[src/jla_pkg.sv]
package jla_pkg;

  // ----------------------------------------------------------------
  // Register map
  // ----------------------------------------------------------------
  localparam logic [7:0]  OFS_CTRL   = 8'h00;   // Control word
  localparam logic [7:0]  OFS_FRAME  = 8'h04;   // Frames per multiframe minus one
  localparam logic [7:0]  OFS_ILAS   = 8'h08;   // Identity octets sent in the alignment sequence
  localparam logic [7:0]  OFS_STATUS = 8'h0c;   // Link state and sticky flags

  // Control field positions
  localparam int CTRL_GATE     = 0;             // Sysref detection gate
  localparam int CTRL_SCR      = 1;             // Scrambling enable
  localparam int CTRL_SYNC_SEL = 2;             // Sync source: 1 = register bit
  localparam int CTRL_SYNC_REG = 3;             // Register sync request, 1 = request
  localparam int CTRL_PDN      = 4;             // Power-down / sleep
  localparam int CTRL_DIV_LSB  = 8;             // Divider select, two bits

  // Status field positions
  localparam int STAT_REALIGN  = 4;             // Sticky: clocks were realigned
  localparam int STAT_BROKEN   = 5;             // Sticky: a running link was dropped
  localparam int STAT_LMFC_LSB = 8;             // Live multiframe position

  // Values after reset
  localparam logic [4:0]  KMAX_RST   = 5'h13;   // K = 20
  localparam logic [7:0]  DEV_ID_RST = 8'h5a;   // Arbitrary identity value
  localparam logic [4:0]  LANE_ID_RST = 5'h00;  // Arbitrary identity value
  localparam logic [14:0] SCR_SEED   = 15'h7fff;

  // ----------------------------------------------------------------
  // Control characters and alignment sequence figures
  // ----------------------------------------------------------------
  localparam logic [7:0] CH_K = 8'hbc;          // Group sync character
  localparam logic [7:0] CH_R = 8'h1c;          // Multiframe start
  localparam logic [7:0] CH_A = 8'h7c;          // Multiframe end
  localparam logic [7:0] CH_Q = 8'h9c;          // Link parameters follow
  localparam logic [1:0] ILAS_LAST_MF = 2'h3;   // Four multiframes
  localparam logic [7:0] PRM_F_M1  = 8'h01;     // Two octets per frame
  localparam logic [7:0] PRM_N_M1  = 8'h0d;     // 14-bit samples
  localparam logic [7:0] PRM_NP_M1 = 8'h2f;     // Subclass 1, 16-bit words
  localparam logic [7:0] PRM_CS    = 8'h02;     // Advertised control bits
  localparam logic [7:0] PRM_VER   = 8'h21;     // Version and lane count field

  // ----------------------------------------------------------------
  // Types
  // ----------------------------------------------------------------
  typedef enum logic [1:0] {
    JLA_OFF  = 2'b00,                           // Clocks stopped
    JLA_CGS  = 2'b01,                           // Code group sync
    JLA_ILAS = 2'b10,                           // Lane alignment sequence
    JLA_DATA = 2'b11                            // Samples flowing
  } jla_link_e;

  typedef struct packed {
    logic [1:0] div;                            // Divider select
    logic       pdn;                            // Power-down
    logic       sync_reg;                       // Register sync request
    logic       sync_sel;                       // Sync source select
    logic       scr_en;                         // Scrambling
    logic       gate_en;                        // Sysref gate
  } jla_ctrl_s;

  typedef struct packed {
    logic [15:0] data;                          // Two octets, first in high byte
    logic [1:0]  ctrl;                          // Control flag per octet
  } jla_lane_s;

endpackage : jla_pkg

[src/jla_link_align.sv]
`timescale 1ns/1ps
// Function
// - Frame and multiframe clocks internal, phase lane
// - Frame timing configured same at both ends
// - Clocks start at default phase after reset
// - Sysref edges count only with gate open
// - Power-down stops clocks and drops link
// - Divider change stops clocks, breaks link
// - Sync request restarts link initialisation
// - Misaligned sysref edge realigns, breaks link
// - Aligned sysref edge changes nothing
// - Sample clock loss breaks the link
// - Alignment sequence carries link parameters
// - Optional scrambling of lane data
// - Low sync level is an active request
// - Sync select one takes register sync bit
module jla_link_align #(
  parameter int DW     = 16,                    // Sample width
  parameter int BUF_AW = 1                      // Buffer index width, two entries
) (
  input  wire logic              ref_clk,
  input  wire logic              rst,
  input  wire logic              psel,
  input  wire logic              penable,
  input  wire logic              pwrite,
  input  wire logic [7:0]        paddr,
  input  wire logic [31:0]       pwdata,
  output logic      [31:0]       prdata,
  output logic                   pready,
  output logic                   pslverr,
  input  wire logic              sysref,
  input  wire logic              sync_n,
  input  wire logic              sample_clock_lost,
  input  wire logic [DW-1:0]     smp_data,
  input  wire logic              smp_valid,
  output logic                   smp_ready,
  output jla_pkg::jla_lane_s     lane_out,
  output logic                   lane_stb,
  output logic                   link_up
);
  import jla_pkg::*;

  localparam int DEPTH = 1 << BUF_AW;           // Buffer entries

  // ----------------------------------------------------------------
  // Decode helpers
  // ----------------------------------------------------------------
  // Known register offsets
  function automatic logic mapped(input logic [7:0] a);
    mapped = (a == OFS_CTRL) || (a == OFS_FRAME) || (a == OFS_ILAS) || (a == OFS_STATUS);
  endfunction : mapped

  // Last divider phase for ratios 1, 2, 4, 8
  function automatic logic [2:0] div_last(input logic [1:0] d);
    div_last = 3'((4'h1 << d) - 4'h1);
  endfunction : div_last

  // Self-synchronising scrambler, 1 + x^14 + x^15, MSB first
  function automatic logic [30:0] scramble(input logic [14:0] s, input logic [15:0] d);
    logic [14:0] st;
    logic [15:0] o;
    logic        b;
    st = s;
    o  = 16'h0000;
    for (int i = 15; i >= 0; i--) begin
      b    = d[i] ^ st[14] ^ st[13];
      o[i] = b;
      st   = {st[13:0], b};
    end
    scramble = {st, o};
  endfunction : scramble

  // ----------------------------------------------------------------
  // Registers and state
  // ----------------------------------------------------------------
  jla_ctrl_s      ctrl_q;                       // Control word
  logic [4:0]     kmax_q;                       // K minus one
  logic [7:0]     dev_id_q;                     // Identity octet
  logic [4:0]     lane_id_q;                    // Identity octet
  logic           realigned_q;                  // Sticky realign flag
  logic           broken_q;                     // Sticky break flag
  logic           div_chg_q;                    // One cycle after a divider change
  logic [31:0]    prdata_q;                     // Read data
  logic           pslverr_q;                    // Unmapped access
  logic [2:0]     div_ctr_q;                    // Divider phase
  logic [4:0]     lmfc_q;                       // Frame index in multiframe
  logic           sr_prev_q;                    // Gated sysref, last cycle
  jla_link_e      state_q;                      // Link state
  logic [1:0]     mf_q;                         // Alignment multiframe count
  logic [14:0]    scr_q;                        // Scrambler state
  jla_lane_s      lane_q;                       // Lane word
  logic           lane_stb_q;                   // Lane word strobe
  logic [DW-1:0]  mem_q [DEPTH];                // Buffer storage
  logic [BUF_AW:0] wr_ptr_q;                    // Buffer write pointer
  logic [BUF_AW:0] rd_ptr_q;                    // Buffer read pointer

  // ----------------------------------------------------------------
  // APB slave, zero wait states
  // ----------------------------------------------------------------
  logic wr_en;                                  // Write takes effect
  logic rd_setup;                               // Read data captured
  logic wr_ctrl;                                // Control written
  logic clr_stat;                               // Status written
  assign wr_en    = psel & penable & pwrite;
  assign rd_setup = psel & ~penable;
  assign wr_ctrl  = wr_en && paddr == OFS_CTRL;
  assign clr_stat = wr_en && paddr == OFS_STATUS;
  assign pready   = penable;
  assign prdata   = prdata_q;
  assign pslverr  = pslverr_q & penable;

  // Control and configuration writes
  always_ff @(posedge ref_clk or posedge rst) begin
    if (rst) begin
      ctrl_q    <= '0;
      kmax_q    <= KMAX_RST;
      dev_id_q  <= DEV_ID_RST;
      lane_id_q <= LANE_ID_RST;
    end else if (wr_en) begin
      if (paddr == OFS_CTRL) begin
        ctrl_q <= '{div: pwdata[CTRL_DIV_LSB+:2], pdn: pwdata[CTRL_PDN],
                    sync_reg: pwdata[CTRL_SYNC_REG], sync_sel: pwdata[CTRL_SYNC_SEL],
                    scr_en: pwdata[CTRL_SCR], gate_en: pwdata[CTRL_GATE]};
      end
      if (paddr == OFS_FRAME) begin
        kmax_q <= pwdata[4:0];
      end
      if (paddr == OFS_ILAS) begin
        dev_id_q  <= pwdata[7:0];
        lane_id_q <= pwdata[12:8];
      end
    end
  end

  // Divider change marker
  always_ff @(posedge ref_clk or posedge rst) begin
    if (rst) begin
      div_chg_q <= 1'b0;
    end else begin
      div_chg_q <= wr_ctrl && pwdata[CTRL_DIV_LSB+:2] != ctrl_q.div;
    end
  end

  // Read data captured in the setup cycle
  always_ff @(posedge ref_clk or posedge rst) begin
    if (rst) begin
      prdata_q  <= 32'h0000_0000;
      pslverr_q <= 1'b0;
    end else if (rd_setup) begin
      pslverr_q <= ~mapped(paddr);
      unique case (paddr)
        OFS_CTRL:   prdata_q <= {22'h0, ctrl_q.div, 3'h0, ctrl_q.pdn, ctrl_q.sync_reg,
                                 ctrl_q.sync_sel, ctrl_q.scr_en, ctrl_q.gate_en};
        OFS_FRAME:  prdata_q <= {27'h0, kmax_q};
        OFS_ILAS:   prdata_q <= {19'h0, lane_id_q, dev_id_q};
        OFS_STATUS: prdata_q <= {19'h0, lmfc_q, 2'h0, broken_q, realigned_q, 2'h0, state_q};
        default:    prdata_q <= 32'h0000_0000;
      endcase
    end
  end

  // ----------------------------------------------------------------
  // Frame and multiframe clocks
  // ----------------------------------------------------------------
  logic       clk_run;                          // Internal clocks running
  logic       frame_tick;                       // Last cycle of a frame
  logic       lmfc_last;                        // Last cycle of a multiframe
  logic       sr_edge;                          // Gated sysref rising edge
  logic       realign;                          // Misaligned edge
  logic       sync_req;                         // Receiver wants resync
  logic       link_brk;                         // Realign, divider change or clock loss
  assign clk_run    = ~ctrl_q.pdn & ~sample_clock_lost & ~div_chg_q;
  assign frame_tick = clk_run && div_ctr_q == div_last(ctrl_q.div);
  assign lmfc_last  = frame_tick && lmfc_q == kmax_q;
  assign sr_edge    = ctrl_q.gate_en & sysref & ~sr_prev_q;
  assign realign    = sr_edge & clk_run & ~lmfc_last;
  assign sync_req   = ctrl_q.sync_sel ? ctrl_q.sync_reg : ~sync_n;
  assign link_brk   = realign | div_chg_q | sample_clock_lost;

  // Sysref sampler, cleared while the gate is shut
  always_ff @(posedge ref_clk or posedge rst) begin
    if (rst) begin
      sr_prev_q <= 1'b0;
    end else begin
      sr_prev_q <= ctrl_q.gate_en & sysref;
    end
  end

  // Divider phase and frame index
  always_ff @(posedge ref_clk or posedge rst) begin
    if (rst) begin
      div_ctr_q <= 3'h0;
      lmfc_q    <= 5'h00;
    end else if (!clk_run || realign) begin
      div_ctr_q <= 3'h0;
      lmfc_q    <= 5'h00;
    end else if (frame_tick) begin
      div_ctr_q <= 3'h0;
      lmfc_q    <= (lmfc_q == kmax_q) ? 5'h00 : 5'(lmfc_q + 5'h01);
    end else begin
      div_ctr_q <= 3'(div_ctr_q + 3'h1);
    end
  end

  // ----------------------------------------------------------------
  // Link state
  // ----------------------------------------------------------------
  always_ff @(posedge ref_clk or posedge rst) begin
    if (rst) begin
      state_q <= JLA_OFF;
    end else if (ctrl_q.pdn) begin
      state_q <= JLA_OFF;
    end else begin
      unique case (state_q)
        JLA_OFF:  state_q <= JLA_CGS;
        JLA_CGS:  if (!link_brk && !sync_req && lmfc_last) begin
                    state_q <= JLA_ILAS;
                  end
        JLA_ILAS: if (link_brk || sync_req) begin
                    state_q <= JLA_CGS;
                  end else if (lmfc_last && mf_q == ILAS_LAST_MF) begin
                    state_q <= JLA_DATA;
                  end
        JLA_DATA: if (link_brk || sync_req) begin
                    state_q <= JLA_CGS;
                  end
      endcase
    end
  end

  // Alignment multiframe counter
  always_ff @(posedge ref_clk or posedge rst) begin
    if (rst) begin
      mf_q <= 2'h0;
    end else if (state_q != JLA_ILAS) begin
      mf_q <= 2'h0;
    end else if (lmfc_last) begin
      mf_q <= 2'(mf_q + 2'h1);
    end
  end

  // Sticky flags, a new event wins over a clear
  always_ff @(posedge ref_clk or posedge rst) begin
    if (rst) begin
      realigned_q <= 1'b0;
      broken_q    <= 1'b0;
    end else begin
      realigned_q <= realign | (realigned_q & ~(clr_stat & pwdata[STAT_REALIGN]));
      broken_q    <= ((state_q inside {JLA_ILAS, JLA_DATA}) & (link_brk | sync_req | ctrl_q.pdn))
                     | (broken_q & ~(clr_stat & pwdata[STAT_BROKEN]));
    end
  end

  // ----------------------------------------------------------------
  // Two-entry sample buffer
  // ----------------------------------------------------------------
  logic          buf_full;                      // No room
  logic          buf_valid;                     // Head present
  logic          push;                          // Sample accepted
  logic          pop;                           // Sample sent on the lane
  logic [DW-1:0] head;                          // Oldest sample
  assign buf_full  = (wr_ptr_q ^ rd_ptr_q) == {1'b1, {BUF_AW{1'b0}}};
  assign buf_valid = wr_ptr_q != rd_ptr_q;
  assign smp_ready = ~buf_full;
  assign push      = smp_valid & ~buf_full;
  assign pop       = frame_tick && state_q == JLA_DATA && buf_valid;
  assign head      = mem_q[rd_ptr_q[BUF_AW-1:0]];

  // Pointers
  always_ff @(posedge ref_clk or posedge rst) begin
    if (rst) begin
      wr_ptr_q <= '0;
      rd_ptr_q <= '0;
    end else begin
      if (push) begin
        wr_ptr_q <= wr_ptr_q + 1'b1;
      end
      if (pop) begin
        rd_ptr_q <= rd_ptr_q + 1'b1;
      end
    end
  end

  // Storage, written at the write index
  always_ff @(posedge ref_clk) begin
    if (push) begin
      mem_q[wr_ptr_q[BUF_AW-1:0]] <= smp_data;
    end
  end

  // ----------------------------------------------------------------
  // Lane word builder
  // ----------------------------------------------------------------
  // Link parameter octets, in transmit order
  function automatic logic [7:0] prm(input logic [2:0] i);
    logic [7:0] v;
    v = 8'h00;
    unique case (i)
      3'h0: v = dev_id_q;
      3'h1: v = {3'h0, lane_id_q};
      3'h2: v = {ctrl_q.scr_en, 7'h00};
      3'h3: v = PRM_F_M1;
      3'h4: v = {3'h0, kmax_q};
      3'h5: v = PRM_N_M1;
      3'h6: v = PRM_NP_M1;
      3'h7: v = PRM_CS ^ PRM_VER;
    endcase
    prm = v;
  endfunction : prm

  jla_lane_s   nxt;                             // Word for this frame
  logic [30:0] scr_res;                         // Scrambler result
  logic [15:0] raw;                             // Sample or underrun zero
  logic [2:0]  pi;                              // Parameter pair index
  assign raw     = buf_valid ? 16'(head) : 16'h0000;
  assign scr_res = scramble(scr_q, raw);
  assign pi      = 3'(lmfc_q - 5'h02);

  always_comb begin
    nxt = '{data: {CH_K, CH_K}, ctrl: 2'b11}; // Sync characters
    unique case (state_q)
      JLA_OFF:  nxt = '{data: 16'h0000, ctrl: 2'b00};
      JLA_CGS:  nxt = '{data: {CH_K, CH_K}, ctrl: 2'b11};
      JLA_ILAS: begin
        nxt = '{data: {3'h0, lmfc_q, 3'h0, lmfc_q}, ctrl: 2'b00};
        if (mf_q == 2'h1 && lmfc_q == 5'h01) begin
          nxt = '{data: {CH_Q, 8'h00}, ctrl: 2'b10};
        end else if (mf_q == 2'h1 && lmfc_q >= 5'h02 && lmfc_q <= 5'h05) begin
          nxt = '{data: {prm({pi[1:0], 1'b0}), prm({pi[1:0], 1'b1})}, ctrl: 2'b00};
        end
        if (lmfc_q == 5'h00) begin
          nxt.data[15:8] = CH_R;
          nxt.ctrl[1]    = 1'b1;
        end
        if (lmfc_q == kmax_q) begin
          nxt.data[7:0] = CH_A;
          nxt.ctrl[0]   = 1'b1;
        end
      end
      JLA_DATA: nxt = '{data: ctrl_q.scr_en ? scr_res[15:0] : raw, ctrl: 2'b00};
    endcase
  end

  // Lane register, loaded once per frame
  always_ff @(posedge ref_clk or posedge rst) begin
    if (rst) begin
      lane_q     <= '0;
      lane_stb_q <= 1'b0;
    end else begin
      lane_stb_q <= frame_tick && state_q != JLA_OFF;
      if (frame_tick) begin
        lane_q <= nxt;
      end
    end
  end

  // Scrambler state advances once per frame in the data state, underrun zeros included
  always_ff @(posedge ref_clk or posedge rst) begin
    if (rst) begin
      scr_q <= SCR_SEED;
    end else if (state_q != JLA_DATA) begin
      scr_q <= SCR_SEED;
    end else if (frame_tick && ctrl_q.scr_en) begin
      scr_q <= scr_res[30:16];
    end
  end

  assign lane_out = lane_q;
  assign lane_stb = lane_stb_q;
  assign link_up  = state_q == JLA_DATA;
endmodule : jla_link_align

[config.mk]
export PLATFORM = sky130hd
export DESIGN_NAME = jla_link_align
export DESIGN_NICKNAME = d
export VERILOG_FILES = /design/src/jla_pkg.sv /design/src/jla_link_align.sv
export SDC_FILE = /design/constraint.sdc
export NUM_CORES = 1
export LEC_CHECK = 0
export CORE_AREA = 2 2 110 112
export DETAILED_ROUTE_END_ITERATION = 12
export DIE_AREA = 0 0 112 114
export DONT_BUFFER_PORTS = 1
export GPL_ROUTABILITY_DRIVEN = 0
export GPL_TIMING_DRIVEN = 0
export PLACE_DENSITY = 0.74
export SLEW_MARGIN = 20
export SYNTH_ARGS = -nofsm -noshare
export SYNTH_HDL_FRONTEND = slang
export SYNTH_SLANG_ARGS = --single-unit
[constraint.sdc]
create_clock -name ref_clk -period 3.05 [get_ports ref_clk]
set_input_delay 0.4575 -clock ref_clk [delete_from_list [all_inputs] [get_ports ref_clk]]
set_output_delay 0.4575 -clock ref_clk [all_outputs]
set_load 0.02 [all_outputs]
; ---- Yosys cells after proc, flatten, opt, wreduce, memory -nomap -nowiden
; Memory sizes are Yosys's and may differ from the RTL's.
; Index checks and enable logic that the tools add are counted.
[totals]
regBits = 112
ram_bits = 32
memories = 1
out_inout_bits = 55
elab_cells = 190
input_bits = 65
[op_classes]
n_mux = 30
n_shift = 1
eq_ne = 22
reduce_logical = 36
n_lt_le_gt_ge = 2
bitwise = 66
n_addsub = 7
[memory_table]
columns = name, words, word_bits, rd, rd_ports_with_merged_regs, write_ports, line_no
row1 = mem_q, 2, 16, 1, 0, 1, jla_link_align.sv:93  ; logic [DW-1:0] mem_q [DEPTH];
[op_table]
columns = cell, count
row1 = 18-bit case mux with 4 select lines, 1
row2 = 8-bit case mux with 4 select lines, 2
row3 = 13-bit case mux with 4 select lines, 1
row4 = 18-bit 2-to-1 mux, 2
row5 = 16-bit 2-to-1 mux, 2
row6 = 1-bit XOR, 32
row7 = 15-bit 2-to-1 mux, 2
row8 = 1-bit bitwise AND, 16
row9 = "8-bit by 4-bit == test with 1-bit output, second input constant", 2
row10 = 8-bit 2-to-1 mux, 2
row11 = 1-bit logical AND, 15
row12 = 5-bit 2-to-1 mux, 3
row13 = 2-bit 2-to-1 mux, 7
row14 = "2-bit == test, second input constant", 6
row15 = 1-bit NOT, 11
row16 = 2-bit nonzero test, 5
row17 = "8-bit by 3-bit == test with 1-bit output, second input constant", 1
row18 = 8-bit zero test, 1
row19 = 2-bit case mux with 4 select lines, 1
row20 = "2-bit by 1-bit adder with 2-bit output, second input constant", 3
row21 = "2-bit by 1-bit == test with 1-bit output, second input constant", 3
row22 = 3-bit 2-to-1 mux, 2
row23 = 1-bit OR, 6
row24 = 2-bit AND reduction, 3
row25 = other kinds (22), 35

; ---- Longest topological paths before layout
[depth]
depth_word = 15
depth_mapped = 10
mapped_depth_nobuf = 8

; ---- Least setup slack after synthesis
; No wires, ideal clock.
[synth_timing]
path_kind = register -> register
from = register lmfc_q[1]
to = register lane_q, in the netlist lane_out[2]
arrival_time_ns = 1.926
path_buffers = 2
synth_period_minus_slack_ns = 2.056
setup_slack_ns = 0.994
stages_incl_launch_ff = 11
required_ns = 2.920
setup_ns = 0.130
cell_sequence = dfrtp_1 clkbuf_1 inv_1 ha_1 clkbuf_1 nor2b_1 nand2_1 a21oi_1 o21ai_0 a22oi_1 o31ai_2
[synth_between]
elab_chain_cells = 7
word_cells_on_any_way = 17
cone_classes = 1 x add/sub / 2 x order compare / 5 x eq/ne / 5 x mux / 4 x reduce/logical
[synth_rtl]
columns = item, line_no
row1 = start: declaration, jla_link_align.sv:86  ; logic [4:0] lmfc_q;
row2 = start signal: assignment, jla_link_align.sv:199  ; lmfc_q <= (lmfc_q == kmax_q) ? 5'h00 : 5'(lmfc_q + 5'h01);
row3 = 2-bit subtractor or 5-bit by 2-bit >= comparator with 1-bit output (tied branches), "jla_link_align.sv:317, jla_link_align.sv:328"
row4 = 2-bit == test (tied with other cells), jla_link_align.sv:298  ; unique case (i)
row5 = 8-bit case mux with 4 select lines or 1-bit logical AND (tied branches), "jla_link_align.sv:298, jla_link_align.sv:328"
row6 = 18-bit 2-to-1 mux, jla_link_align.sv:328  ; end else if (mf_q == 2'h1 && lmfc_q >= 5'h02 && lmfc_q <= 5'h05) begin
row7 = 18-bit 2-to-1 mux, jla_link_align.sv:326  ; if (mf_q == 2'h1 && lmfc_q == 5'h01) begin
row8 = 8-bit 2-to-1 mux *, jla_link_align.sv:335  ; if (lmfc_q == kmax_q) begin
row9 = 18-bit case mux with 4 select lines *, jla_link_align.sv:321  ; unique case (state_q)
row10 = end signal: assignment, jla_link_align.sv:352  ; lane_q <= nxt;
row11 = end: declaration, jla_link_align.sv:91  ; jla_lane_s lane_q;
; Every way passes the cells marked *; elsewhere a longest branch is shown, timed or not. The select of a mux whose other input is x is not followed.
; A chain may end at the register's enable or synchronous reset.

; ---- Worst setup path after layout
; Same ends and word-level chain as after synthesis.

==> flow_summary_export.csv <==
group,metric,value,unit
timing,slew_headroom,48.4,%
min_path,hp-class,"in2reg",
timing,rsz0062_at_grt,"false",
timing,finClkSkew,12.1,ps
synthesis,synth_warnings,0,
power_and_ir_drop,total_power,6.13,mW
critical_path,r2r-end,"lane_out[2]",
global_routing,grt_max_degree,56,
global_routing,grtUsageTotal,25.5,%
cells_and_area,layout-drive-gt1-share,18.0,%
global_routing,grt_pass1_vias,4979,
timing,setup_viol_count_final,0,
die,core_area,0.0117,mm²
synthesis,yosysSeqAreaShare,49.0,%
die,io_pins,120,
die,fp.dieW,112,µm
clocking,clk_latency,420,ps
synthesis,synth_flop_cell,"dfrtp_1",
cells_and_area,stdcell_area,0.00768,mm²
synthesis,synthArstFlopShare,74.4,%
run_status,outcome,"complete, no violations",
placed_design,hpwlAfterDp,11.6,mm
cells_and_area,fill_cells,930,
critical_path,crit_path_max_fanout,10,
timing,worst_slew_pin_slew,773,ps
min_path,whs_path_depth,0,
cells_and_area,area_growth_syn_to_layout,13.4,%
critical_path,crit_type,"reg2reg",
placed_design,placed_area,0.00706,mm²
critical_path,end_kind,"flip-flop",
clocking,cts_made_buffers,17,
clocking,postCtsSetupBuffers,0,
die,fp.dieArea,0.0128,mm²
timing,fin_ws,373,ps
synthesis,avgSynthCellArea,10.5,µm²
drt,viasPerCell,5.79,
flow_run,cap_viol_max_count,0,
drt,wl_per_cell,18.6,µm
synthesis,synth_top_area_share,26.2,%
synthesis,synth_cell_types,66,
drt,drtIter0Drc,339,
drt,ant_nets,0,
synthesis,synth-edff-count,32,
drt,drc_errors,0,
critical_path,arrival,2970,ps
timing,fmax,374,MHz
cells_and_area,diodes,0,
critical_path,reg2reg_slack,370,ps
clocking,cts_buffer_depth,2,
critical_path,worstPathCellList,"clkbuf_1 -> inv_1 -> ha_1 -> clkbuf_1 -> nor2b_1 -> nand2_1 -> a21oi_1 -> o21ai_0 -> a22oi_1 -> o31ai_2",
clocking,cts_resized,0,
clocking,h-tree-depth,4,
timing,period_minus_slack,2680,ps
critical_path,r2r_cells,10,
synthesis,synth-seq-cells,125,
clocking,cts_tree,"built",
drt,vias,4873,
critical_path,crit_required,3350,ps
cells_and_area,seqCellArea,0.00332,mm²
synthesis,yosysTopAreaCell,"dfrtp_1",
power_and_ir_drop,power_density,798,mW/mm²
timing,drv_slew,0,
die,initial_core_util,57.8,%
synthesis,syn_inst,642,
global_routing,grt_antenna_before_repair,0,
drt,drtPass1Iterations,4,
clocking,clockRootBuffer,"clkbuf_16",
power_and_ir_drop,power_leakage,3.21,nW
die,die_h,114,µm
synthesis,synthTopCellsByArea,"dfrtp_1 26%, edfxtp_1 14%, dfstp_2 8.5%",
cells_and_area,multi_input_area,0.00319,mm²
cells_and_area,fin_nets,759,
critical_path,crit_slowest_cell,"dfrtp_1",
die,rows,40,
critical_path,critPathMaxStageDelay,440,ps
critical_path,path_common_cell,"clkbuf_1",
critical_path,start_kind,"flip-flop",
min_path,hold_path.startpoint,"smp_data[14]",
clocking,clock_sinks,125,
global_routing,grt_first_pass_wirelength,24.9,mm
min_path,holdPathEnd,"mem_q[0][14]",
drt,wirelength,15.7,mm
timing,post-route-period-util,87.8,%
timing,setup_tns,0,ps
placed_design,dp_slack,536,ps
synthesis,syn_area,0.00677,mm²
global_routing,overflow,0,
placed_design,io_buffers,0,
power_and_ir_drop,ir_worst_vdd,0.000669,V
timing,hold_viol,0,
clocking,clkTransAtPathRegs,60,ps
critical_path,rr_startpoint,"lmfc_q[1]",
## kinds of logic (layout without fill, tap and decap cells)
kind of cell	count (synthesis)	after routing	synth area share, %
XOR/XNOR	63	63	8.46
buffers and inverters	64	98	5.01
other	1	19	0.0554
adder cells (fa/ha/maj)	13	13	2.40
flip-flops	125	125	49.0
multiplexers	50	50	7.89
AND/OR/NAND/NOR	182	182	12.2
AO/OA/AOI/OAI	144	144	15.0
## cell usage after synthesis (3+ instances only)
cell / count
and3_1: 5
a221oi_1: 5
clkbuf_1: 14
and2_1: 3
a31oi_1: 6
nand2_1: 59
or3_1: 4
dfstp_2: 22
a32oi_1: 3
buf_2: 13
a211oi_1: 7
xnor2_1: 36
nand3_1: 14
nand2b_1: 5
xor2_1: 25
edfxtp_1: 32
nor2b_1: 10
o21ai_0: 33
a21oi_1: 31
a21o_1: 3
ha_1: 13
inv_1: 13
buf_4: 20
nor2_1: 60
nor3_1: 11
mux2i_1: 23
a22o_1: 6
dfrtp_1: 71
o21a_1: 4
mux2_2: 27
o22a_1: 15
## how the worst max path moves through the flow
stage	startpoint	endpoint	slack, ps	depth (start not counted)
final	lmfc_q[1]	lane_out[2]	370	10
after CTS	lmfc_q[1]	lane_out[13]	480	10
after detailed placement	lmfc_q[1]	lane_out[13]	540	10
after global routing	lmfc_q[1]	lane_out[2]	290	10
after global placement	rst	lane_stb	-750	1
after floorplan	rst	broken_q	210	1
## stage by stage
| stage | instances | hold WS [ps] | utilization (%) |
|---|---|---|---|
| 3_5_place_dp | 808 | 338 | 60.3 |
| 4_1_cts | 841 | 105 | 65.5 |
| 2_1_floorplan | 660 | 451 | - |
| 6_report | 841 | 130 | 65.5 |
| 5_1_grt | 841 | 109 | 65.5 |
| 3_3_place_gp | 807 | 461 | 60.0 |
## where the power goes
| part | internal [mW] | switching, mW |
|---|---|---|
| combinational | 0.673 | 1.07 |
| clock | 1.36 | 0.717 |
| sequential | 2.02 | 0.287 |
## final cells by class
cell class | instances | share of cell area [%]
timing repair buffer | 2 | 0.489
multi-input combinational | 471 | 41.5
clock inverter | 11 | 2.18
buffer | 50 | 3.73
inverter | 14 | 0.750
clock buffer | 21 | 5.74
tap | 147 | 2.40
sequential | 125 | 43.2
## what timing repair did
| item | in CTS | in global routing |
|---|---|---|
| hold buffers | 1 | 0 |
| hold endpoints to repair | 23 | 0 |
| setup endpoints to repair | 0 | 0 |
## worst max-delay path, delay by kind of cell (launching register included)
kind / cells / cell delay [ps]
and+or+nand+nor: 2 / 420
buffers and inverters: 3 / 750
DFF: 1 / 440
AOI/OAI and AO/OA: 4 / 700
adders and majority gates: 1 / 240
## layer usage
metal,global-route usage (%),part of all wire [%],up-vias
li1,-,-,2315
met1,29.3,40,2358
met2,44.2,51,162
met3,6.75,5.6,38
met4,13.3,3.6,0
met5,0,0,-
## placed cells by master, fill, tap and decap left out, types with 13 or more instances in the layout
| cell | instances |
|---|---|
| nand3_1 | 14 |
| a21oi_1 | 31 |
| dfstp_2 | 22 |
| edfxtp_1 | 32 |
| xnor2_1 | 36 |
| mux2i_1 | 23 |
| xor2_1 | 25 |
| clkbuf_1 | 18 |
| ha_1 | 13 |
| dfrtp_1 | 71 |
| conb_1 | 19 |
| o21ai_0 | 33 |
| clkbuf_16 | 17 |
| o22a_1 | 15 |
| buf_4 | 20 |
| buf_2 | 13 |
| nor2_1 | 59 |
| mux2_2 | 27 |
| nand2_1 | 59 |
## flip-flops by register name, summed over array words and instances (netlist names), 3 cells and up
signal / cells
mem_q: 32
kmax_q: 5
lmfc_q: 5
lane_out: 18
scr_q: 15
div_ctr_q: 3
lane_id_q: 5
prdata: 13
dev_id_q: 8
ctrl_q: 7
Note: power is estimated with default switching activity, not from simulation.
